==> src/logic/dpi_pkg.sv <==
// Shared types and constants of the pipeline memory interlock.
// Assumes one processor clock for every user of these types.
package dpi_pkg;

	// -------------------------------------------------------------
	// Address and memory constants
	// -------------------------------------------------------------
	localparam int          ADDR_W      = 24;
	localparam int          N_SPACE     = 6;
	localparam logic [23:0] BND_A_LAST  = 24'h7FFFFF;
	localparam logic [23:0] BND_A_FIRST = 24'h800000;
	localparam logic [23:0] BND_B_LAST  = 24'h809FFF;
	localparam logic [23:0] BND_B_FIRST = 24'h80A000;
	localparam logic [2:0]  INT_LIMIT   = 3'h2;
	localparam logic [2:0]  EXT_LIMIT   = 3'h1;
	localparam logic [2:0]  DATA_LIMIT  = 3'h2;
	localparam logic [2:0]  GRP_NONE    = 3'h0;
	localparam logic [2:0]  GRP_AUX     = 3'h1;
	localparam logic [2:0]  GRP_DPP     = 3'h2;
	localparam logic [2:0]  GRP_STK     = 3'h4;

	// -------------------------------------------------------------
	// Enumerations
	// -------------------------------------------------------------
	typedef enum logic [2:0] {
		MEM_NONE = 3'b000,
		MEM_RAM0 = 3'b001,
		MEM_RAM1 = 3'b010,
		MEM_ROM  = 3'b011,
		MEM_PRI  = 3'b100,
		MEM_EXP  = 3'b101
	} dpi_space_t;

	typedef enum logic [2:0] {
		RC_NONE  = 3'b000,
		RC_AUX   = 3'b001,
		RC_IDX0  = 3'b010,
		RC_IDX1  = 3'b011,
		RC_BLK   = 3'b100,
		RC_DPP   = 3'b101,
		RC_STK   = 3'b110,
		RC_OTHER = 3'b111
	} dpi_reg_t;

	typedef enum logic [1:0] {
		FS_IDLE = 2'b00,
		FS_BANK = 2'b01,
		FS_BUSY = 2'b10
	} dpi_fstate_t;

	// -------------------------------------------------------------
	// Stage descriptors and results
	// -------------------------------------------------------------
	typedef struct packed {
		logic       valid;
		dpi_reg_t   src_a;
		dpi_reg_t   src_b;
		logic [2:0] wr_grp;
		dpi_space_t st0;
		dpi_space_t st1;
		logic       ilock_load;
	} dpi_exe_t;

	typedef struct packed {
		logic       valid;
		logic [2:0] wr_grp;
		dpi_space_t rd0;
		dpi_space_t rd1;
	} dpi_rd_t;

	typedef struct packed {
		logic       valid;
		logic [2:0] use_grp;
		logic       loop_ctr;
	} dpi_dec_t;

	typedef struct packed {
		logic              req;
		dpi_space_t        space;
		logic [ADDR_W-1:0] addr;
		logic              cache_hit;
		logic              after_dly_branch;
	} dpi_fetch_t;

	typedef struct packed {
		logic       req;
		dpi_space_t space;
	} dpi_dma_t;

	typedef struct packed {
		logic fetch;
		logic decode;
		logic read;
		logic exec;
	} dpi_stage_t;

	typedef struct packed {
		logic decode;
		logic read;
		logic exec;
	} dpi_bubble_t;

	typedef struct packed {
		logic reg_hold;
		logic prog_wait;
		logic fetch_incomp;
		logic exec_only;
		logic hold_all;
	} dpi_conf_t;

	localparam dpi_conf_t CONF_CLEAR = '{default: 1'b0};

endpackage : dpi_pkg

==> src/logic/dpi_interlock.sv <==
// Interlock and stall control of a four-stage fetch/decode/read/execute
// pipeline, covering addressing-register delays and memory bandwidth.
// Assumes the stage descriptors and port ready levels come from logic on
// the same clock; only the external flag pin is asynchronous.
//
// How it works
// - Execute reading an address register holds the next decode one cycle.
// - Decrement_and_branch loop counter gets the same read and write delays.
// - An internal RAM or ROM block takes two accesses a cycle at most.
// - An external port takes one access a cycle; others wait.
// - Two data accesses to a fetch's block make the fetch wait.
// - A data access starting on a port delays a fetch there.
// - No fetch starts on a bus busy with a multicycle access.
// - A started DMA access finishes; a conflicting fetch waits for it.
// - Fetch crossing either special boundary is a fresh external fetch.
// - Cached fetch after a delayed branch still meets the port wait.
// - Slow fetch keeps fetch busy, one decode bubble per extra cycle.
// - Bank crossing on the primary port adds two wait states.
// - Store then dual read: only execute advances, reads wait a cycle.
// - Two parallel stores delay the next instruction's read a cycle.
// - Interlocked load with flag one high stalls until acknowledged.
// - A data access to a busy primary or expansion bus holds every stage.
// - Priority runs execute, read, decode, fetch, DMA; lower waits.
// - Index, block size and page pointer reads cause no delay.
`timescale 1ns/1ps

module dpi_interlock
	import dpi_pkg::*;
(
	input  wire logic              CORE_CLK_I,
	input  wire logic              RST_N_I,
	input  wire logic              EXT_FLAG_ONE_I,
	input  wire dpi_exe_t          EXE_I,
	input  wire dpi_rd_t           RD_I,
	input  wire dpi_dec_t          DEC_I,
	input  wire dpi_fetch_t        FETCH_I,
	input  wire dpi_dma_t          DMA_I,
	input  wire logic              PRI_RDY_I,
	input  wire logic              EXP_RDY_I,
	input  wire logic [ADDR_W-1:0] PRI_BANK_MASK_I,
	output dpi_stage_t             STALL_O,
	output dpi_bubble_t            BUBBLE_O,
	output logic                   FETCH_START_O,
	output logic                   FETCH_DONE_O,
	output logic                   DMA_GRANT_O,
	output dpi_conf_t              CONFLICT_O
);

	// -------------------------------------------------------------
	// Reset release
	// -------------------------------------------------------------
	logic rst_meta_reg;
	logic rst_n;

	always_ff @(posedge CORE_CLK_I or negedge RST_N_I) begin
		if (!RST_N_I) begin
			rst_meta_reg <= 1'b0;
			rst_n        <= 1'b0;
		end else begin
			rst_meta_reg <= 1'b1;
			rst_n        <= rst_meta_reg;
		end
	end

	// -------------------------------------------------------------
	// External flag one synchroniser
	// -------------------------------------------------------------
	logic flag_s1_reg;
	logic flag_s2_reg;
	logic flag_s3_reg;
	logic flag_reg;

	always_ff @(posedge CORE_CLK_I or negedge rst_n) begin
		if (!rst_n) begin
			flag_s1_reg <= 1'b0;
			flag_s2_reg <= 1'b0;
			flag_s3_reg <= 1'b0;
			flag_reg    <= 1'b0;
		end else begin
			flag_s1_reg <= EXT_FLAG_ONE_I;
			flag_s2_reg <= flag_s1_reg;
			flag_s3_reg <= flag_s2_reg;
			if (flag_s2_reg == flag_s3_reg) begin
				flag_reg <= flag_s3_reg;
			end
		end
	end

	// -------------------------------------------------------------
	// Per-space access counts
	// -------------------------------------------------------------
	logic [2:0]  st_cnt   [N_SPACE];
	logic [2:0]  rd_cnt   [N_SPACE];
	logic [2:0]  done_cnt [N_SPACE];
	logic        exec_hold;
	logic        rd_hold;
	logic [N_SPACE-1:0] int_over;
	logic [N_SPACE-1:0] ext_clash;

	genvar gi;
	for (gi = 0; gi < N_SPACE; gi++) begin : g_space
		localparam dpi_space_t SPACE_ID = dpi_space_t'(3'(gi));
		assign st_cnt[gi] = {2'b00, EXE_I.valid && EXE_I.st0 == SPACE_ID}
			+ {2'b00, EXE_I.valid && EXE_I.st1 == SPACE_ID};
		assign rd_cnt[gi] = {2'b00, RD_I.valid && RD_I.rd0 == SPACE_ID}
			+ {2'b00, RD_I.valid && RD_I.rd1 == SPACE_ID};
		// Work the execute and read stages actually do this cycle.
		assign done_cnt[gi] = (exec_hold ? 3'h0 : st_cnt[gi])
			+ (rd_hold ? 3'h0 : rd_cnt[gi]);
		if (gi == 0) begin : g_none
			assign int_over[gi]  = 1'b0;
			assign ext_clash[gi] = 1'b0;
		end else if (gi < 4) begin : g_int
			assign int_over[gi]  = st_cnt[gi] + rd_cnt[gi] > INT_LIMIT;
			assign ext_clash[gi] = 1'b0;
		end else begin : g_ext
			assign int_over[gi]  = 1'b0;
			// Two reads of one instruction are serialised by the port.
			assign ext_clash[gi] = st_cnt[gi] != 3'h0
				&& st_cnt[gi] + rd_cnt[gi] > EXT_LIMIT;
		end
	end

	// -------------------------------------------------------------
	// External port ownership
	// -------------------------------------------------------------
	dpi_fstate_t fs_reg;
	logic        fport_reg;
	logic [1:0]  cpu_busy_reg;
	logic [1:0]  dma_busy_reg;
	logic [1:0]  port_busy;
	logic [1:0]  port_rdy;
	logic [1:0]  dma_start;

	assign port_rdy = {EXP_RDY_I, PRI_RDY_I};

	for (gi = 0; gi < 2; gi++) begin : g_port
		assign port_busy[gi] = cpu_busy_reg[gi] || dma_busy_reg[gi]
			|| (fs_reg != FS_IDLE && fport_reg == 1'(gi));

		always_ff @(posedge CORE_CLK_I or negedge rst_n) begin
			if (!rst_n) begin
				cpu_busy_reg[gi] <= 1'b0;
				dma_busy_reg[gi] <= 1'b0;
			end else begin
				if (cpu_busy_reg[gi]) begin
					cpu_busy_reg[gi] <= !port_rdy[gi];
				end else begin
					cpu_busy_reg[gi] <= done_cnt[gi+4] != 3'h0
						&& !port_rdy[gi];
				end
				// A DMA access once begun is never aborted.
				if (dma_busy_reg[gi]) begin
					dma_busy_reg[gi] <= !port_rdy[gi];
				end else begin
					dma_busy_reg[gi] <= dma_start[gi] && !port_rdy[gi];
				end
			end
		end
	end

	// -------------------------------------------------------------
	// Execute and read stage holds
	// -------------------------------------------------------------
	logic       ilock_hold;
	logic       hold_all;
	logic       rd_defer;
	logic [2:0] tot_st;
	logic [2:0] tot_rd;

	assign ilock_hold = EXE_I.valid && EXE_I.ilock_load && flag_reg;
	assign hold_all = (port_busy[0] && (st_cnt[4] != 3'h0
			|| rd_cnt[4] != 3'h0))
		|| (port_busy[1] && (st_cnt[5] != 3'h0
			|| rd_cnt[5] != 3'h0));
	assign exec_hold = hold_all || ilock_hold;

	assign tot_st = {2'b00, EXE_I.valid && EXE_I.st0 != MEM_NONE}
		+ {2'b00, EXE_I.valid && EXE_I.st1 != MEM_NONE};
	assign tot_rd = {2'b00, RD_I.valid && RD_I.rd0 != MEM_NONE}
		+ {2'b00, RD_I.valid && RD_I.rd1 != MEM_NONE};

	// Store plus dual read, or dual store plus any read, needs three data
	// slots; the reads step aside while execute runs on.
	assign rd_defer = tot_st != 3'h0 && tot_rd != 3'h0
		&& (tot_st + tot_rd > DATA_LIMIT
		|| int_over != '0
		|| ext_clash != '0);
	assign rd_hold = exec_hold || rd_defer;

	// -------------------------------------------------------------
	// Register conflicts at decode
	// -------------------------------------------------------------
	function automatic logic [2:0] read_grp(input dpi_reg_t r);
		logic [2:0] g;
		g = GRP_NONE;
		unique case (r)
			RC_AUX:  g = GRP_AUX;
			RC_STK:  g = GRP_STK;
			RC_NONE, RC_IDX0, RC_IDX1, RC_BLK, RC_DPP, RC_OTHER:
				g = GRP_NONE;
		endcase
		return g;
	endfunction : read_grp

	logic [2:0] dec_grp;
	logic [2:0] exe_rgrp;
	logic [2:0] wr_grp;
	logic       reg_haz;
	logic       dec_hold;

	assign dec_grp  = DEC_I.use_grp
		| (DEC_I.loop_ctr ? GRP_AUX : GRP_NONE);
	assign exe_rgrp = EXE_I.valid
		? (read_grp(EXE_I.src_a) | read_grp(EXE_I.src_b)) : GRP_NONE;
	assign wr_grp = (RD_I.valid ? RD_I.wr_grp : GRP_NONE)
		| (EXE_I.valid ? EXE_I.wr_grp : GRP_NONE);
	// A read in execute costs one cycle; a write costs until it retires.
	assign reg_haz = DEC_I.valid
		&& ((dec_grp & exe_rgrp) != GRP_NONE
		|| (dec_grp & wr_grp) != GRP_NONE);
	assign dec_hold = rd_hold || reg_haz;

	// -------------------------------------------------------------
	// Program fetch start
	// -------------------------------------------------------------
	logic [ADDR_W-1:0] last_addr_reg;
	logic              last_valid_reg;
	logic [ADDR_W-1:0] pri_addr_reg;
	logic              pri_valid_reg;
	logic              held_reg;
	logic              fetch_ext;
	logic              fetch_port;
	logic              bnd_cross;
	logic              bank_cross;
	logic              port_need;
	logic              int_need;
	logic              pwait;
	logic              fetch_go;
	logic              fetch_done;
	logic              deliver;

	assign fetch_ext  = FETCH_I.space == MEM_PRI || FETCH_I.space == MEM_EXP;
	assign fetch_port = FETCH_I.space == MEM_EXP;
	assign bnd_cross  = last_valid_reg
		&& ((last_addr_reg == BND_A_LAST && FETCH_I.addr == BND_A_FIRST)
		|| (last_addr_reg == BND_B_LAST && FETCH_I.addr == BND_B_FIRST));
	assign bank_cross = !fetch_port && pri_valid_reg
		&& ((FETCH_I.addr ^ pri_addr_reg) & PRI_BANK_MASK_I) != '0;
	assign port_need = fetch_ext && (!FETCH_I.cache_hit
		|| bnd_cross
		|| FETCH_I.after_dly_branch);
	assign int_need = !fetch_ext && FETCH_I.space != MEM_NONE
		&& !FETCH_I.cache_hit;

	assign pwait = FETCH_I.req && fs_reg == FS_IDLE && !held_reg
		&& ((int_need && done_cnt[FETCH_I.space] >= INT_LIMIT)
		|| (port_need && done_cnt[FETCH_I.space] >= EXT_LIMIT)
		|| (port_need && port_busy[fetch_port]));

	assign fetch_go = FETCH_I.req && fs_reg == FS_IDLE && !held_reg
		&& !dec_hold && !pwait;

	// -------------------------------------------------------------
	// Program fetch completion
	// -------------------------------------------------------------
	assign fetch_done = (fetch_go && !(port_need
			&& (bank_cross || !port_rdy[fetch_port])))
		|| (fs_reg == FS_BUSY && port_rdy[fport_reg]);
	assign deliver = fetch_done || held_reg;

	always_ff @(posedge CORE_CLK_I or negedge rst_n) begin
		if (!rst_n) begin
			fs_reg    <= FS_IDLE;
			fport_reg <= 1'b0;
		end else begin
			unique case (fs_reg)
				FS_IDLE: begin
					if (fetch_go && port_need) begin
						fport_reg <= fetch_port;
						if (bank_cross) begin
							fs_reg <= FS_BANK;
						end else if (!port_rdy[fetch_port]) begin
							fs_reg <= FS_BUSY;
						end
					end
				end
				FS_BANK: begin
					fs_reg <= FS_BUSY;
				end
				FS_BUSY: begin
					if (port_rdy[fport_reg]) begin
						fs_reg <= FS_IDLE;
					end
				end
				default: begin
					fs_reg <= FS_IDLE;
				end
			endcase
		end
	end

	// A word that arrives while decode is held waits in fetch.
	always_ff @(posedge CORE_CLK_I or negedge rst_n) begin
		if (!rst_n) begin
			held_reg <= 1'b0;
		end else begin
			held_reg <= deliver && dec_hold;
		end
	end

	always_ff @(posedge CORE_CLK_I or negedge rst_n) begin
		if (!rst_n) begin
			last_addr_reg  <= '0;
			last_valid_reg <= 1'b0;
			pri_addr_reg   <= '0;
			pri_valid_reg  <= 1'b0;
		end else if (fetch_go) begin
			last_addr_reg  <= FETCH_I.addr;
			last_valid_reg <= 1'b1;
			if (port_need && !fetch_port) begin
				pri_addr_reg  <= FETCH_I.addr;
				pri_valid_reg <= 1'b1;
			end
		end
	end

	// -------------------------------------------------------------
	// DMA, lowest priority
	// -------------------------------------------------------------
	logic dma_ext;
	logic dma_port;
	logic dma_go;
	logic fetch_here;

	assign dma_ext  = DMA_I.space == MEM_PRI || DMA_I.space == MEM_EXP;
	assign dma_port = DMA_I.space == MEM_EXP;
	assign fetch_here = fetch_go && FETCH_I.space == DMA_I.space
		&& (port_need || int_need);
	assign dma_go = DMA_I.req && DMA_I.space != MEM_NONE
		&& (dma_ext
		? (!port_busy[dma_port] && done_cnt[DMA_I.space] == 3'h0
			&& !fetch_here)
		: (done_cnt[DMA_I.space] + {2'b00, fetch_here}
			< INT_LIMIT));
	assign dma_start = {dma_go && dma_ext && dma_port,
		dma_go && dma_ext && !dma_port};

	// -------------------------------------------------------------
	// Stage controls and status
	// -------------------------------------------------------------
	dpi_conf_t conf_next;
	dpi_conf_t conf_reg;

	always_comb begin
		STALL_O.exec   = exec_hold;
		STALL_O.read   = rd_hold;
		STALL_O.decode = dec_hold;
		STALL_O.fetch  = !(deliver && !dec_hold);
		BUBBLE_O.exec   = !exec_hold && rd_hold;
		BUBBLE_O.read   = !rd_hold && dec_hold;
		BUBBLE_O.decode = !dec_hold && !deliver;
	end

	assign FETCH_START_O = fetch_go;
	assign FETCH_DONE_O  = fetch_done;
	assign DMA_GRANT_O   = dma_go;

	always_comb begin
		conf_next              = CONF_CLEAR;
		conf_next.reg_hold     = reg_haz && !rd_hold;
		conf_next.prog_wait    = pwait && !dec_hold;
		conf_next.fetch_incomp = fs_reg != FS_IDLE && !fetch_done;
		conf_next.exec_only    = ilock_hold || (rd_defer && !hold_all);
		conf_next.hold_all     = hold_all;
	end

	always_ff @(posedge CORE_CLK_I or negedge rst_n) begin
		if (!rst_n) begin
			conf_reg <= CONF_CLEAR;
		end else begin
			conf_reg <= conf_next;
		end
	end

	assign CONFLICT_O = conf_reg;

endmodule : dpi_interlock

==> config.mk <==
export PLATFORM = sky130hd
export DESIGN_NAME = dpi_interlock
export DESIGN_NICKNAME = d
export VERILOG_FILES = /design/src/logic/dpi_pkg.sv /design/src/logic/dpi_interlock.sv
export SDC_FILE = /design/constraint.sdc
export NUM_CORES = 1
export LEC_CHECK = 0
export ABC_AREA = 1
export BUFFER_PORTS_ARGS = -buffer_cell sky130_fd_sc_hd__buf_2
export CORE_UTILIZATION = 42
export DETAILED_ROUTE_END_ITERATION = 10
export GPL_TIMING_DRIVEN = 0
export PLACE_DENSITY_LB_ADDON = 0.12
export SYNTH_ARGS = -nofsm -noshare
export SYNTH_HDL_FRONTEND = slang
export SYNTH_SLANG_ARGS = --single-unit
==> constraint.sdc <==
create_clock -name CORE_CLK_I -period 18.9 [get_ports CORE_CLK_I]
set_clock_uncertainty 0.15 [all_clocks]
set_input_delay 2.835 -clock CORE_CLK_I [delete_from_list [all_inputs] [get_ports CORE_CLK_I]]
set_output_delay 2.835 -clock CORE_CLK_I [all_outputs]
set_load 0.1 [all_outputs]
==> summary.txt <==
Status = finished clean
Avg Cell Area, Syn = 7.05 um^2
Busiest grt layer = met2
Initial DRC count = 197
Cts repair resizes = 0
Layout Nets = 1001
Leak pwr = 3.41 nW
Port bufs = 108
Die Span Y = 114 um
Clock latency on the worst-skew pair = 330 ps
Met2 Use GR = 41.0%
Crit Path Category = in -> out
Total Wirelength = 13.7 mm
Initial Util = 43.3%
Overall Global Routing Usage = 22.7%
Delay-heaviest family, CP = simple AND/OR/NAND/NOR gates
Met3 capacity usage during global routing = 3.51%
Dpl hpwl = 11.1 mm
Setup TNS = 0 ps
Yosys reg bits = 69
Hold Fails Final Rpt = 0
DR vias/cell = 4.81
Post-Synth Simple-Gate Area = 36.5%
GRT met1 Usage = 27.7%
Syn_nets = 882
Relative slew slack = 42.4%
Pre-CTS setup slack = 6810 ps
CTS H-tree lvls = 3
Largest net degree at the start of global routing = 68
Reg clk slew, reported paths = 60 ps
CTS root buffer = clkbuf_16
RD Place Congestion = 0.882
Syn Inst Count = 744
Core Area = 12100 um^2
Setup bufs post-CTS = 0
Most frequent cells in the layout = nand2_1, buf_2, inv_1
Largest family of logic cells by synthesized area = simple AND/OR/NAND/NOR gates
CTS sink count = 69
Drt wl/cell = 13.2 um
DR vias = 4986
CTS buffer count = 9
Vias in the first global route = 4973
CTS tree = built
CP Buf/Inv Count = 9
Area Overhead vs Synth = 20.1%
Sequential group share of total power = 37.3%
Post-synth EDFFs = 0
Clock power frac = 25.8%
Max Fclk = 82.9 MHz
Cell Area, Synth = 5250 um^2
Max Slew Vio Count = 0
Util after Layout = 52.0%
Synth Flop Type = dfrtp_1
I/O Pins = 110
Unrepaired setup endpoints after global routing = false
Global-route wire length before repair = 22.9 mm
Crit share post-route = 63.8%
Cell Rows = 40
Pre-antenna DRT Iters = 4
Worst-margin pin slew = 863 ps
CP max FO = 10
Max-cap violations = 0
Crit path DAT = 9070 ps
Startpoint types = input port
Power per cell area = 104 nW/um^2
CP max stage cell = fa_1
Synth unique cells = 42
Worst path most repeated cell = nand2_1
Sequential area share after synthesis = 32.9%
Share of cells above drive strength 1 = 21.2%
Die X = 114 um
Sw Share = 40.7%
Final setup fails = 0
Int Pwr = 388 uW
ANT cells = 0
DRC Markers = 0
Worst path max stage delay = 500 ps
Adder-Cell Fraction of Synth Area = 12.2%
Post-synthesis mux area share = 0%
Final worst slack = 6840 ps
CTS Buffer Depth = 2
CP Data Required Time = 15920 ps
Combinational Power Share = 36.8%
Initial antenna violation count = 0
VDD IR max = 0.0000588 V
Switching pwr = 266 uW
Hold-fix buffers, CTS = 0
Critical Path End Type = output pin
Warnings, synthesis = 0
Post-synth ARST share = 100%
Hold Path Class = reg -> reg
Die area = 12900 um^2
Congestion Overflow GR = 0
XOR/XNOR Fraction of Synth Area = 1.17%
Compound-Gate Fraction of Synth Area = 7.11%
Min Tclk post-route = 12060 ps
Most common cell after layout, fill and taps aside = nand2_1
Post-DRT Antenna Nets = 0
==> worst reg2reg max path, delay by kind of cell, from the launching register on <==
family	cells	cell delay, ps
simple gates	18	2190
fa+ha+maj	3	850
buf+inv	5	740
compound gates	3	430
flops	1	400
==> power by group through the flow <==
stage          Sequential (mW)  Clock, mW  Combinational (mW)
3_3_place_gp             0.244          0               0.238
4_1_cts                  0.244      0.173               0.243
2_1_floorplan            0.247          0               0.178
3_5_place_dp             0.246          0               0.242
5_1_grt                  0.252      0.178               0.270
6_report                 0.244      0.169               0.241
==> final cells by class <==
type / instances / area (um^2)
sequential: 69 / 1730
timing repair buffer: 108 / 541
tap: 168 / 210
fill: 1270 / 5810
inverter: 112 / 425
clock inverter: 7 / 72.6
buffer: 14 / 101
multi-input combinational: 549 / 2990
clock buffer: 9 / 225
==> layer usage <==
metal / part of all wire, % / vias up
li1: - / 2551
met1: 43 / 2316
met2: 51 / 104
met3: 4.6 / 15
met4: 1.2 / 0
met5: 0 / -
==> cell families after synthesis <==
kind of cell / Yosys count
adders and majority gates: 44
buffers and inverters: 126
xor gates and xnor gates: 7
DFF: 69
other: 1
and+or+nand+nor: 437
AOI/OAI and AO/OA: 60
==> Yosys cell counts (all sizes together) (3+ instances only) <==
cell    number  area [um^2]
nand3       57          315
clkbuf       3         11.3
dfrtp       69         1730
nand4        8         50.1
ha          31          388
nor3        18         90.1
a21oi       12         60.1
nand2      247          961
inv        110          413
fa          12          240
xor2         7         61.3
buf         11         90.1
or2         18          113
nor2        87          372
o21ai       38          235
==> through the flow <==
step	power (mW)	cells	instance area, um^2	hold WS [ps]
4_1_cts	0.660	1036	6300	207
3_3_place_gp	0.481	1020	6000	187
2_1_floorplan	0.425	744	5250	181
3_5_place_dp	0.488	1020	6000	187
5_1_grt	0.700	1036	6300	221
6_report	0.654	1036	6300	201
==> worst paths after layout <==
kind | from | end | slack (ps) | depth (start not counted)
worst max-delay path | EXE_I[16] | DMA_GRANT_O | 6840 | 37
worst min-delay path | flag_s1_reg$_DFF_PN0_ | flag_s2_reg$_DFF_PN0_ | 200 | 0
worst max register to register | fs_reg[0]$_DFFE_PN0P_ | dma_busy_reg[1]$_DFF_PN0_ | 14020 | 29
worst min register to register | flag_s1_reg$_DFF_PN0_ | flag_s2_reg$_DFF_PN0_ | 200 | 0
max in group asynchronous | RST_N_I | rst_n$_DFF_PN0_ | 16370 | 1
min in group asynchronous | rst_n$_DFF_PN0_ | flag_s2_reg$_DFF_PN0_ | 300 | 0
(Power assumes the default switching activity.)
